==> config.mk <==
export PLATFORM = sky130hd
export DESIGN_NAME = gpio_port
export DESIGN_NICKNAME = d
export VERILOG_FILES = /design/src/rtl/gpio_pkg.sv /design/src/rtl/gpio_port.sv /design/src/rtl/edge_bit.sv /design/src/rtl/in_sampler.sv
export VERILOG_INCLUDE_DIRS = /design/src /design/src/rtl
export SDC_FILE = /design/constraint.sdc
export NUM_CORES = 1
export LEC_CHECK = 0
export BUFFER_PORTS_ARGS = -buffer_cell sky130_fd_sc_hd__clkbuf_2
export CAP_MARGIN = 0
export CORE_MARGIN = 2
export CORE_UTILIZATION = 50
export DETAILED_ROUTE_END_ITERATION = 10
export PLACE_DENSITY = 0.72
export SLEW_MARGIN = 20
export SYNTH_ARGS = -nofsm -noshare
export SYNTH_HDL_FRONTEND = slang
export SYNTH_SLANG_ARGS = --single-unit
==> constraint.sdc <==
create_clock -name aclk -period 4.2 [get_ports aclk]
set_input_delay 0.84 -clock aclk [delete_from_list [all_inputs] [get_ports aclk]]
set_output_delay 0.84 -clock aclk [all_outputs]
set_load 0.02 [all_outputs]
==> src/rtl/gpio_defs.svh <==
// register offsets, field values and reset values for the parallel port
// assumes inclusion by bare name from the design files
`ifndef GPIO_DEFS_SVH
`define GPIO_DEFS_SVH
`define OFS_DATA 4'h0
`define OFS_DIR 4'h4
`define OFS_IMASK 4'h8
`define OFS_EDGE 4'hc
`define RESP_OKAY 2'h0
`define RESP_SLVERR 2'h2
`define RST_DIR 32'h0000_0000
`define RST_IMASK 32'h0000_0000
`define RST_EDGE 32'h0000_0000
`define RST_OUT 32'h0000_0000
`define FILL_ABSENT 32'h0000_0000
`endif

==> src/rtl/gpio_pkg.sv <==
// types shared by the parallel port design
// assumes nothing of its surroundings
`default_nettype none
package gpio_pkg;
   // port direction configuration
   typedef enum logic [1:0] {
      DIR_BIDIR = 2'h0,
      DIR_IN_ONLY = 2'h1,
      DIR_OUT_ONLY = 2'h2,
      DIR_IN_OUT = 2'h3
   } dir_mode_t;
   // edge kind to capture
   typedef enum logic [1:0] {
      EDGE_RISE = 2'h0,
      EDGE_FALL = 2'h1,
      EDGE_ANY = 2'h2
   } edge_kind_t;
   // interrupt source
   typedef enum logic {
      IRQ_LEVEL = 1'b0,
      IRQ_EDGE = 1'b1
   } irq_kind_t;
   // write channel pairing state, gray along the path
   typedef enum logic [1:0] {
      WS_IDLE = 2'b00,
      WS_RESP = 2'b01
   } wr_state_t;
endpackage
`default_nettype wire

==> src/rtl/gpio_port.sv <==
// configurable parallel input/output port behind an axi4-lite slave
// assumes one clock, synchronous active-low reset, synchronous port inputs
// Overview of operation
// - width parameter 1 to 32, port buses only; axi data stays 32 bits
// - bidirectional bit shares one pin
// - per-bit direction, input bits undriven
// - input only: sampled inputs, no drivers
// - output only: drivers, no sampling
// - in-out mode: separate input, output buses
// - output only: no capture, no interrupt
// - capture enabled: per-bit flags, fixed edge
// - capture disabled: no flag register
// - level irq: input high and enabled
// - edge irq: flag set and enabled
// - irq disabled: no enable register, quiet
// - any write to flags clears all but bits with a new edge that cycle
// - reset clears direction and enables
// - data read inputs, write output register
// - irq holds while cause and enable hold; an edge cause holds until cleared
`default_nettype none
`include "gpio_defs.svh"
module gpio_port
   import gpio_pkg::*;
#(
   parameter int WIDTH = 32,
   parameter dir_mode_t DIR_MODE = DIR_BIDIR,
   parameter bit CAPTURE_EN = 1'b1,
   parameter edge_kind_t EDGE_KIND = EDGE_RISE,
   parameter bit IRQ_EN = 1'b1,
   parameter irq_kind_t IRQ_KIND = IRQ_LEVEL
) (
   input wire logic aclk,
   input wire logic aresetn,
   input wire logic ce,
   input wire logic [3:0] s_axi_awaddr,
   input wire logic s_axi_awvalid,
   output logic s_axi_awready,
   input wire logic [31:0] s_axi_wdata,
   input wire logic [3:0] s_axi_wstrb,
   input wire logic s_axi_wvalid,
   output logic s_axi_wready,
   output logic [1:0] s_axi_bresp,
   output logic s_axi_bvalid,
   input wire logic s_axi_bready,
   input wire logic [3:0] s_axi_araddr,
   input wire logic s_axi_arvalid,
   output logic s_axi_arready,
   output logic [31:0] s_axi_rdata,
   output logic [1:0] s_axi_rresp,
   output logic s_axi_rvalid,
   input wire logic s_axi_rready,
   input wire logic [WIDTH-1:0] port_in,
   output logic [WIDTH-1:0] port_out,
   output logic [WIDTH-1:0] port_oe,
   output logic irq
);
   ////////////////////////////////////////////////////////////////////////////
   // configuration flags
   // input side exists unless output only
   localparam bit HAS_IN = (DIR_MODE != DIR_OUT_ONLY);
   localparam bit HAS_OUT = (DIR_MODE != DIR_IN_ONLY);
   localparam bit HAS_DIR = (DIR_MODE == DIR_BIDIR);
   // output-only mode forbids input options
   localparam bit HAS_CAP = CAPTURE_EN && HAS_IN;
   localparam bit HAS_IRQ = IRQ_EN && HAS_IN;

   // width range is guarded by width_range_a in the assertion section

   ////////////////////////////////////////////////////////////////////////////
   // state
   logic [WIDTH-1:0] out_q; // output drive register
   logic [WIDTH-1:0] dir_q; // direction, 1 = drive
   logic [WIDTH-1:0] mask_q; // interrupt enables
   logic [WIDTH-1:0] edge_flags; // sticky edge flags
   logic [WIDTH-1:0] in_s; // sampled inputs
   logic [3:0] wa_q; // held write address
   logic [31:0] wd_q; // held write data
   logic [3:0] ws_q; // held write strobes
   logic aw_have_q; // address taken
   logic w_have_q; // data taken
   logic wr_go; // both halves present this cycle
   logic edge_clr; // any write to flag register
   wr_state_t ws_st_q; // write response state
   logic [WIDTH-1:0] wmask; // strobes widened to bits

   ////////////////////////////////////////////////////////////////////////////
   // input sampling
   if (HAS_IN) begin : g_in
      // inputs go through one sample stage
      in_sampler #(.W(WIDTH)) u_samp (
         .aclk(aclk),
         .aresetn(aresetn),
         .ce(ce),
         .d(port_in),
         .q(in_s)
      );
   end else begin : g_no_in
      // output only: pins not sampled
      assign in_s = '0;
   end

   ////////////////////////////////////////////////////////////////////////////
   // edge capture
   if (HAS_CAP) begin : g_cap
      for (genvar i = 0; i < WIDTH; i++) begin : g_bit
         // one sticky flag per bit, fixed edge kind
         edge_bit #(.KIND(EDGE_KIND)) u_edge (
            .aclk(aclk),
            .aresetn(aresetn),
            .ce(ce),
            .sample(in_s[i]),
            .clear(edge_clr),
            .flag(edge_flags[i])
         );
      end
   end else begin : g_no_cap
      // no flag register exists
      assign edge_flags = '0;
   end

   ////////////////////////////////////////////////////////////////////////////
   // axi write channel: address and data taken in either order
   assign s_axi_awready = !aw_have_q && ws_st_q == WS_IDLE;
   assign s_axi_wready = !w_have_q && ws_st_q == WS_IDLE;
   assign wr_go = aw_have_q && w_have_q && ws_st_q == WS_IDLE;
   assign edge_clr = wr_go && wa_q == `OFS_EDGE && HAS_CAP;
   always_comb begin
      for (int i = 0; i < WIDTH; i++) begin
         wmask[i] = ws_q[i/8];
      end
   end

   // capture address half
   always_ff @(posedge aclk) begin
      if (!aresetn) begin
         aw_have_q <= 1'b0;
         wa_q <= 4'h0;
      end else if (ce) begin
         if (s_axi_awvalid && s_axi_awready) begin
            aw_have_q <= 1'b1;
            wa_q <= s_axi_awaddr;
         end else if (wr_go) begin
            aw_have_q <= 1'b0;
         end
      end
   end

   // capture data half
   always_ff @(posedge aclk) begin
      if (!aresetn) begin
         w_have_q <= 1'b0;
         wd_q <= 32'h0000_0000;
         ws_q <= 4'h0;
      end else if (ce) begin
         if (s_axi_wvalid && s_axi_wready) begin
            w_have_q <= 1'b1;
            wd_q <= s_axi_wdata;
            ws_q <= s_axi_wstrb;
         end else if (wr_go) begin
            w_have_q <= 1'b0;
         end
      end
   end

   // write response; unmapped addresses are okay as ignored writes
   always_ff @(posedge aclk) begin
      if (!aresetn) begin
         ws_st_q <= WS_IDLE;
         s_axi_bvalid <= 1'b0;
         s_axi_bresp <= `RESP_OKAY;
      end else if (ce) begin
         case (ws_st_q)
            WS_IDLE: begin
               if (wr_go) begin
                  ws_st_q <= WS_RESP;
                  s_axi_bvalid <= 1'b1;
                  s_axi_bresp <= `RESP_OKAY;
               end
            end
            WS_RESP: begin
               if (s_axi_bready) begin
                  ws_st_q <= WS_IDLE;
                  s_axi_bvalid <= 1'b0;
               end
            end
            default: begin
               ws_st_q <= WS_IDLE;
               s_axi_bvalid <= 1'b0;
            end
         endcase
      end
   end

   ////////////////////////////////////////////////////////////////////////////
   // registers written by software
   // output drive register; data writes never touch the read path
   always_ff @(posedge aclk) begin
      if (!aresetn) begin
         out_q <= `RST_OUT;
      end else if (ce && wr_go && wa_q == `OFS_DATA && HAS_OUT) begin
         out_q <= (out_q & ~wmask) | (wd_q[WIDTH-1:0] & wmask);
      end
   end

   // direction register, bidirectional mode only
   always_ff @(posedge aclk) begin
      if (!aresetn) begin
         dir_q <= `RST_DIR;
      end else if (ce && wr_go && wa_q == `OFS_DIR && HAS_DIR) begin
         dir_q <= (dir_q & ~wmask) | (wd_q[WIDTH-1:0] & wmask);
      end
   end

   // interrupt enable register, present only with irq
   always_ff @(posedge aclk) begin
      if (!aresetn) begin
         mask_q <= `RST_IMASK;
      end else if (ce && wr_go && wa_q == `OFS_IMASK && HAS_IRQ) begin
         mask_q <= (mask_q & ~wmask) | (wd_q[WIDTH-1:0] & wmask);
      end
   end

   ////////////////////////////////////////////////////////////////////////////
   // pin drive
   // bidirectional: drive only bits marked output; others float
   always_comb begin
      case (DIR_MODE)
         DIR_BIDIR: port_oe = dir_q;
         DIR_IN_ONLY: port_oe = '0;
         default: port_oe = '1;
      endcase
   end
   assign port_out = HAS_OUT ? out_q : '0;

   ////////////////////////////////////////////////////////////////////////////
   // interrupt: registered, level holds while cause and enable hold
   always_ff @(posedge aclk) begin
      if (!aresetn) begin
         irq <= 1'b0;
      end else if (ce) begin
         if (!HAS_IRQ) begin
            irq <= 1'b0;
         end else if (IRQ_KIND == IRQ_LEVEL) begin
            irq <= |(in_s & mask_q);
         end else begin
            irq <= |(edge_flags & mask_q);
         end
      end
   end

   ////////////////////////////////////////////////////////////////////////////
   // axi read channel, one cycle latency
   assign s_axi_arready = !s_axi_rvalid;

   // read mux; absent registers read as zero
   always_ff @(posedge aclk) begin
      if (!aresetn) begin
         s_axi_rvalid <= 1'b0;
         s_axi_rdata <= 32'h0000_0000;
         s_axi_rresp <= `RESP_OKAY;
      end else if (ce) begin
         if (s_axi_arvalid && s_axi_arready) begin
            s_axi_rvalid <= 1'b1;
            s_axi_rresp <= `RESP_OKAY;
            s_axi_rdata <= `FILL_ABSENT;
            case (s_axi_araddr)
               `OFS_DATA: if (HAS_IN) s_axi_rdata[WIDTH-1:0] <= in_s;
               `OFS_DIR: if (HAS_DIR) s_axi_rdata[WIDTH-1:0] <= dir_q;
               `OFS_IMASK: if (HAS_IRQ) s_axi_rdata[WIDTH-1:0] <= mask_q;
               `OFS_EDGE: if (HAS_CAP) s_axi_rdata[WIDTH-1:0] <= edge_flags;
               default: s_axi_rresp <= `RESP_OKAY;
            endcase
         end else if (s_axi_rready) begin
            s_axi_rvalid <= 1'b0;
         end
      end
   end

   // write data cut to the port width, for the drive check
   logic [WIDTH-1:0] wd_bits;
   assign wd_bits = wd_q[WIDTH-1:0];
endmodule
`default_nettype wire

==> src/rtl/edge_bit.sv <==
// one bit of the sticky edge capture flag
// assumes input already synchronous to aclk
`default_nettype none
module edge_bit
   import gpio_pkg::*;
#(
   parameter edge_kind_t KIND = EDGE_RISE
) (
   input wire logic aclk,
   input wire logic aresetn,
   input wire logic ce,
   input wire logic sample,
   input wire logic clear,
   output logic flag
);
   logic prev_q; // value seen one clock earlier
   logic hit; // configured transition seen now

   // compare current sample with previous one
   always_comb begin
      case (KIND)
         EDGE_RISE: hit = sample & ~prev_q;
         EDGE_FALL: hit = ~sample & prev_q;
         default: hit = sample ^ prev_q;
      endcase
   end

   // previous-sample register
   always_ff @(posedge aclk) begin
      if (!aresetn) begin
         prev_q <= 1'b0;
      end else if (ce) begin
         prev_q <= sample;
      end
   end

   // sticky flag; a new edge beats the clear
   always_ff @(posedge aclk) begin
      if (!aresetn) begin
         flag <= 1'b0;
      end else if (ce) begin
         if (hit) begin
            flag <= 1'b1;
         end else if (clear) begin
            flag <= 1'b0;
         end
      end
   end
endmodule
`default_nettype wire

==> src/rtl/in_sampler.sv <==
// input sample register for the port inputs
// assumes inputs synchronous to aclk
`default_nettype none
module in_sampler #(
   parameter int W = 32
) (
   input wire logic aclk,
   input wire logic aresetn,
   input wire logic ce,
   input wire logic [W-1:0] d,
   output logic [W-1:0] q
);
   // one register stage so reads and edges see the same value
   always_ff @(posedge aclk) begin
      if (!aresetn) begin
         q <= '0;
      end else if (ce) begin
         q <= d;
      end
   end
endmodule
`default_nettype wire

==> results of run 1 <==
==> logic make-up (layout without fill, tap and decap cells) <==
kind of cell           Yosys count  in the layout  synth area share
buffers and inverters          108            265            0.0446
other                            1              4          0.000346
flip-flops                     269            269             0.496
multiplexers                    50             50            0.0461
AO/OA/AOI/OAI                  299            299             0.204
AND/OR/NAND/NOR                483            483             0.209
==> through the flow <==
stage               instance area [µm²]  instances  hold slack [ns]  power, mW  setup WS [ns]
global route                      12800       1645            0.484       5.54           2.02
global placement                  11900       1597            0.437       3.04           1.72
detailed placement                11900       1597            0.444       3.05           1.68
floorplan                         10900       1213            0.447       2.93           2.25
finish                            12800       1645            0.450       5.37           2.10
CTS                               12800       1645            0.452       5.39           2.11
==> area by class of cell <==
class / instances / area (µm²)
fill: 1901 / 8390
sequential: 269 / 5390
multi-input combinational: 836 / 5030
timing repair buffer: 201 / 1060
clock buffer: 46 / 870
tap: 275 / 344
inverter: 16 / 60.1
clock inverter: 2 / 10.0
==> power groups by stage <==
stage | registers (mW) | logic [mW] | clock network [mW]
6_report | 2.70 | 0.295 | 2.37
4_1_cts | 2.70 | 0.295 | 2.40
2_1_floorplan | 2.71 | 0.214 | 0
3_3_place_gp | 2.75 | 0.289 | 0
5_1_grt | 2.71 | 0.327 | 2.51
3_5_place_dp | 2.75 | 0.293 | 0
==> worst max-delay path, cell delays in order, from the launching register on <==
cell and delay [ns]:
dfxtp_1 0.36, nor2_1 0.17, clkbuf_2 0.19
==> metal layers <==
| layer | up-vias | wire length, µm | track usage |
|---|---|---|---|
| met3 | 52 | 2210 | 0.0361 |
| met5 | - | 0 | 0 |
| met2 | 326 | 13000 | 0.379 |
| met1 | 4290 | 13700 | 0.378 |
| met4 | 0 | 804 | 0.0818 |
| li1 | 4457 | - | - |
==> worst min-delay path by stage <==
stage / from / end / slack [ns]
2_1_floorplan: flop / flop / 0.45
3_3_place_gp: flop / flop / 0.44
3_5_place_dp: s_axi_rdata[22] / s_axi_rdata[22] / 0.44
4_1_cts: flop / flop / 0.45
5_1_grt: s_axi_rdata[16] / s_axi_rdata[16] / 0.48
6_report: flop / flop / 0.45
==> cell usage in the layout (no fill, tap or decap), types with 17 or more instances in the layout <==
master     Yosys  routed
a221oi_1      33      33
o21ai_0       19      19
buf_4          8      17
nand3_1       83      83
nor2b_1       84      83
nand2b_1      18      18
clkbuf_2       0     183
nand2_1      254     254
mux2i_1       50      50
a21oi_1       22      22
dfxtp_1      269     269
clkbuf_16      0      29
nor2_1        26      25
a21boi_0     139     139
a22o_1        33      33
==> metrics.cfg, run 1 <==
[status]
outcome=finished, final reports clean

[synthesis]
synth_top_area_share=0.496
postSynth.asyncResetShare=0
synth_edf_count=0
synth.top_cells.by_count=dfxtp_1, nand2_1, a21boi_0, nor2b_1, nand3_1
synth_area_um2=10900
synth_seq_area_share=0.496
ys.flop_type=dfxtp_1
yosysMostFrequentCell=dfxtp_1
synth_top_area_cell=dfxtp_1
synth_area_per_cell_um2=8.97
syn_inst=1210
synth-seq-cells=269
synth.distinct_cells=36
yosysWarningCount=0
ys_top_cells_by_area=dfxtp_1, a21boi_0, nand2_1

[job]
maxCapViolCount=0

[final_layout]
postLayoutCoreUtil=0.603
diodes=0
drive_above_1_share=0.182
synthToLayoutAreaGrowth_pct=17.6
finalNetCount=1436

[routing]
routed_via_density=5.55
vias=9125
post_drt_wl_per_cell_um=18.1
drc=0
drt-pass1-iter-count=5
ant_nets=0
first_iter_violations=816
wl_um=29700

[power]
seqPwrFrac=0.503
power_density_nw_per_um2=421
ir_drop_v=0.000249
switchingPower_mw=1.22
p_clk_frac=0.442
internal_power_mw=4.15
leakage_nw=4.83
combPwrFrac=0.055
p_sw_frac=0.227

[floorplan]
initial_core_util=0.513
fp-row-count=53
dieArea_um2=22900
core_region_area_um2=21200
die_y_um=151
die_w_um=151
top_level_ports=190

[placement]
io_buffers=185
place.gp.congestion=0.838
dp_hpwl_um=20300

[clocking]
clkLatencyLatePin_ns=0.53
cts_sinks=269
h-tree-depth=1
cts_tree=done
clk_pin_slew_ns=0.06
numCtsBuffers=28
clock-root-buffer=clkbuf_16
cts_buffer_depth=3
cts_hold_buf=0
post_cts_buffers=0
post_cts_resize_count=0

[timing]
tightest_slew_ns=0.928
setup_viol=0
fin_skew_ns=0.00905
max_freq_mhz=477
fin_setup_tns_ns=0
slew_violations=0
fin_crit_ns=2.10
hold_violations=0
rsz0062_at_grt=no
fin_crit_sh=0.499
relSlewSlack=0.381

[global_routing]
grt_start_max_net_pins=175
globalRoute.totalOverflow=0
antenna_found_initial=0
grt_usage=0.254
grt_pass1_wl_um=45900
grt_pass1_vias=8350

[worst_setup_path]
path_max_fanout=6
startpoint=s_axi_bvalid
r2r_slack_ns=2.29
required_ns=3.36
worstRegToRegCells=6
startpoint_type=flop
path_class=flop to output pin
rr_startpoint=wa_q[0]
setup.worst_path.end=s_axi_awready
cp.arrival_ns=1.26
end_kind=output pin

[worst_hold_path]
hp-class=flop to flop
hold_path_depth=2

Note: power is estimated with default switching activity, not from simulation.
==> inputs of run 2 (changes only) <==
==> constraint.sdc (replaced) <==
create_clock -name aclk -period 2.1 [get_ports aclk]
set_input_delay 0.42 -clock aclk [delete_from_list [all_inputs] [get_ports aclk]]
set_output_delay 0.42 -clock aclk [all_outputs]
set_load 0.02 [all_outputs]
==> metrics.cfg, run 2 (synthesized netlist as in run 1, its figures left out) <==
[timing]
rsz0062_at_grt=no  ; unchanged
max_freq_mhz=528
setup_ws_ns=0.208  ; was 2.10 ns
relSlewSlack=0.413  ; was 0.381
fin_skew_ns=0.0115  ; was 0.00905 ns
finalHoldWorstSlack_ns=0.109  ; was 0.450 ns
slew_violations=0  ; unchanged
fin_setup_tns_ns=0  ; unchanged
fin_crit_ns=1.89
tightest_slew_ns=0.877  ; was 0.928 ns
setup_viol=0  ; unchanged
fin_crit_sh=0.901
hold_violations=0  ; unchanged

[clocking]
cts_sinks=269  ; unchanged
clk_pin_slew_ns=0.06  ; about the same
post_cts_buffers=0  ; unchanged
cts_hold_buf=0  ; unchanged
post_cts_resize_count=0  ; unchanged
cts_buffer_depth=3  ; unchanged
h-tree-depth=1  ; unchanged
clock-root-buffer=clkbuf_16  ; unchanged
cts_tree=done  ; unchanged
numCtsBuffers=28  ; unchanged
clkLatencyLatePin_ns=0.54  ; was 0.53 ns

[placement]
io_buffers=185  ; unchanged
placedInstanceArea_um2=12000  ; was 11900 µm²
pre_cts_ws_ns=0.0680  ; was 1.68 ns
place_inst=1605  ; was 1597
dp_hpwl_um=20500  ; was 20300 µm
place.gp.congestion=0.827  ; was 0.838

[power]
p_sw_frac=0.220  ; was 0.227
combPwrFrac=0.055  ; about the same
power_density_nw_per_um2=862  ; was 421 nW/µm²
leakage_nw=4.95  ; was 4.83 nW
ir_drop_v=0.000537  ; was 0.000249 V
p_total_mw=11.2  ; was 5.37 mW
seqPwrFrac=0.481  ; was 0.503
internal_power_mw=8.74  ; was 4.15 mW
p_clk_frac=0.465  ; was 0.442
switchingPower_mw=2.46  ; was 1.22 mW

[worst_setup_path]
worstRegToRegCells=5  ; was 6
critical-path-max-stage-delay_ns=0.58  ; was 0.36 ns
r2r_slack_ns=0.21  ; was 2.29 ns
path_max_fanout=36  ; was 6
end_kind=flop  ; was output pin
rr_startpoint=s_axi_bvalid  ; was wa_q[0]
required_ns=2.55  ; was 3.36 ns
startpoint_type=flop  ; unchanged
cp.arrival_ns=2.34  ; was 1.26 ns
crit_chain=and2b_1 -> nand2_1 -> or2_2 -> nand2_1 -> a21boi_0  ; was nor2_1 -> clkbuf_2
path_class=flop to flop  ; was flop to output pin
crit_path_frequent_cell=nand2_1
cp_slowest_cell=or2_2  ; was dfxtp_1
r2r-end=wd_bits[11]

[worst_hold_path]
hold_start=s_axi_wdata[29]
hp-class=input port to flop  ; was flop to flop
hold_path_depth=3  ; was 2
min_to=wd_bits[29]

[final_layout]
diodes=0  ; unchanged
postLayoutCoreUtil=0.615  ; was 0.603
final_cell_mix=dfxtp_1, nand2_1, clkbuf_2  ; unchanged
finalNetCount=1444  ; was 1436
final_common_cell=dfxtp_1  ; unchanged
final_cells=1655  ; was 1645
fillers=1814  ; was 1901
synthToLayoutAreaGrowth_pct=19.8  ; was 17.6%
drive_above_1_share=0.191  ; was 0.182
fin_area_um2=13000  ; was 12800 µm²

[routing]
wl_um=29800  ; was 29700 µm
drt-pass1-iter-count=5  ; unchanged
routed_via_density=5.48  ; was 5.55
ant_nets=0  ; unchanged
drc=0  ; unchanged
vias=9070  ; was 9125
post_drt_wl_per_cell_um=18.0  ; was 18.1 µm
first_iter_violations=687  ; was 816

[floorplan]
initial_core_util=0.513  ; unchanged
top_level_ports=190  ; unchanged
dieArea_um2=22900  ; unchanged
die_w_um=151  ; unchanged
core_region_area_um2=21200  ; unchanged
fp-row-count=53  ; unchanged
die_y_um=151  ; unchanged

[global_routing]
globalRoute.totalOverflow=0  ; unchanged
grt_start_max_net_pins=153  ; was 175
grt_pass1_vias=8451  ; was 8350
grt_pass1_wl_um=45900  ; about the same
antenna_found_initial=0  ; unchanged
grt_usage=0.254  ; about the same

[job]
maxCapViolCount=0  ; unchanged

[status]
outcome=finished, final reports clean  ; unchanged

[run 2: cell type report]
cell class / count / area (µm²) / share of cell area
clock buffers: 45 / 886 / 0.0681
clock inverters: 5 / 100 / 0.00770
inverters: 16 / 60.1 / 0.00462
multi-input cells: 836 / 5030 / 0.387
flip-flops and latches: 269 / 5390 / 0.414
well taps: 275 / 344 / 0.0265
repair buffers: 209 / 1200 / 0.0922
[run 2: how the worst max path moves through the flow]
stage / depth (start not counted) / start / to / slack (ns)
2_1_floorplan: 5 / s_axi_bvalid / flop / 0.50
3_3_place_gp: 6 / ce / s_axi_rdata[28] / 0.16
3_5_place_dp: 7 / ce / wd_bits[24] / 0.07
4_1_cts: 5 / s_axi_bvalid / wd_bits[11] / 0.24
5_1_grt: 5 / s_axi_bvalid / wd_bits[24] / 0.1
6_report: 5 / s_axi_bvalid / wd_bits[11] / 0.21
[run 2: per-layer routing]
layer,GRT usage,vias to the layer above,part of all wire
met4,0.0650,0,0.020
li1,-,4462,-
met3,0.0443,42,0.070
met2,0.391,317,0.45
met5,0,-,0
met1,0.369,4249,0.46
[run 2: worst max-delay path, delay by kind of cell, from the launching register on]
kind / cells / cell delay (ns)
AO/OA/AOI/OAI: 1 / 0.24
flip-flops: 1 / 0.45
AND/OR/NAND/NOR: 4 / 1.10
[run 2: power by group through the flow]
stage	combinational [mW]	clock (mW)	sequential [mW]
floorplan	0.428	0	5.43
global placement	0.600	0	5.49
detailed placement	0.608	0	5.49
CTS	0.612	5.26	5.38
global route	0.674	5.50	5.40
finish	0.611	5.20	5.39
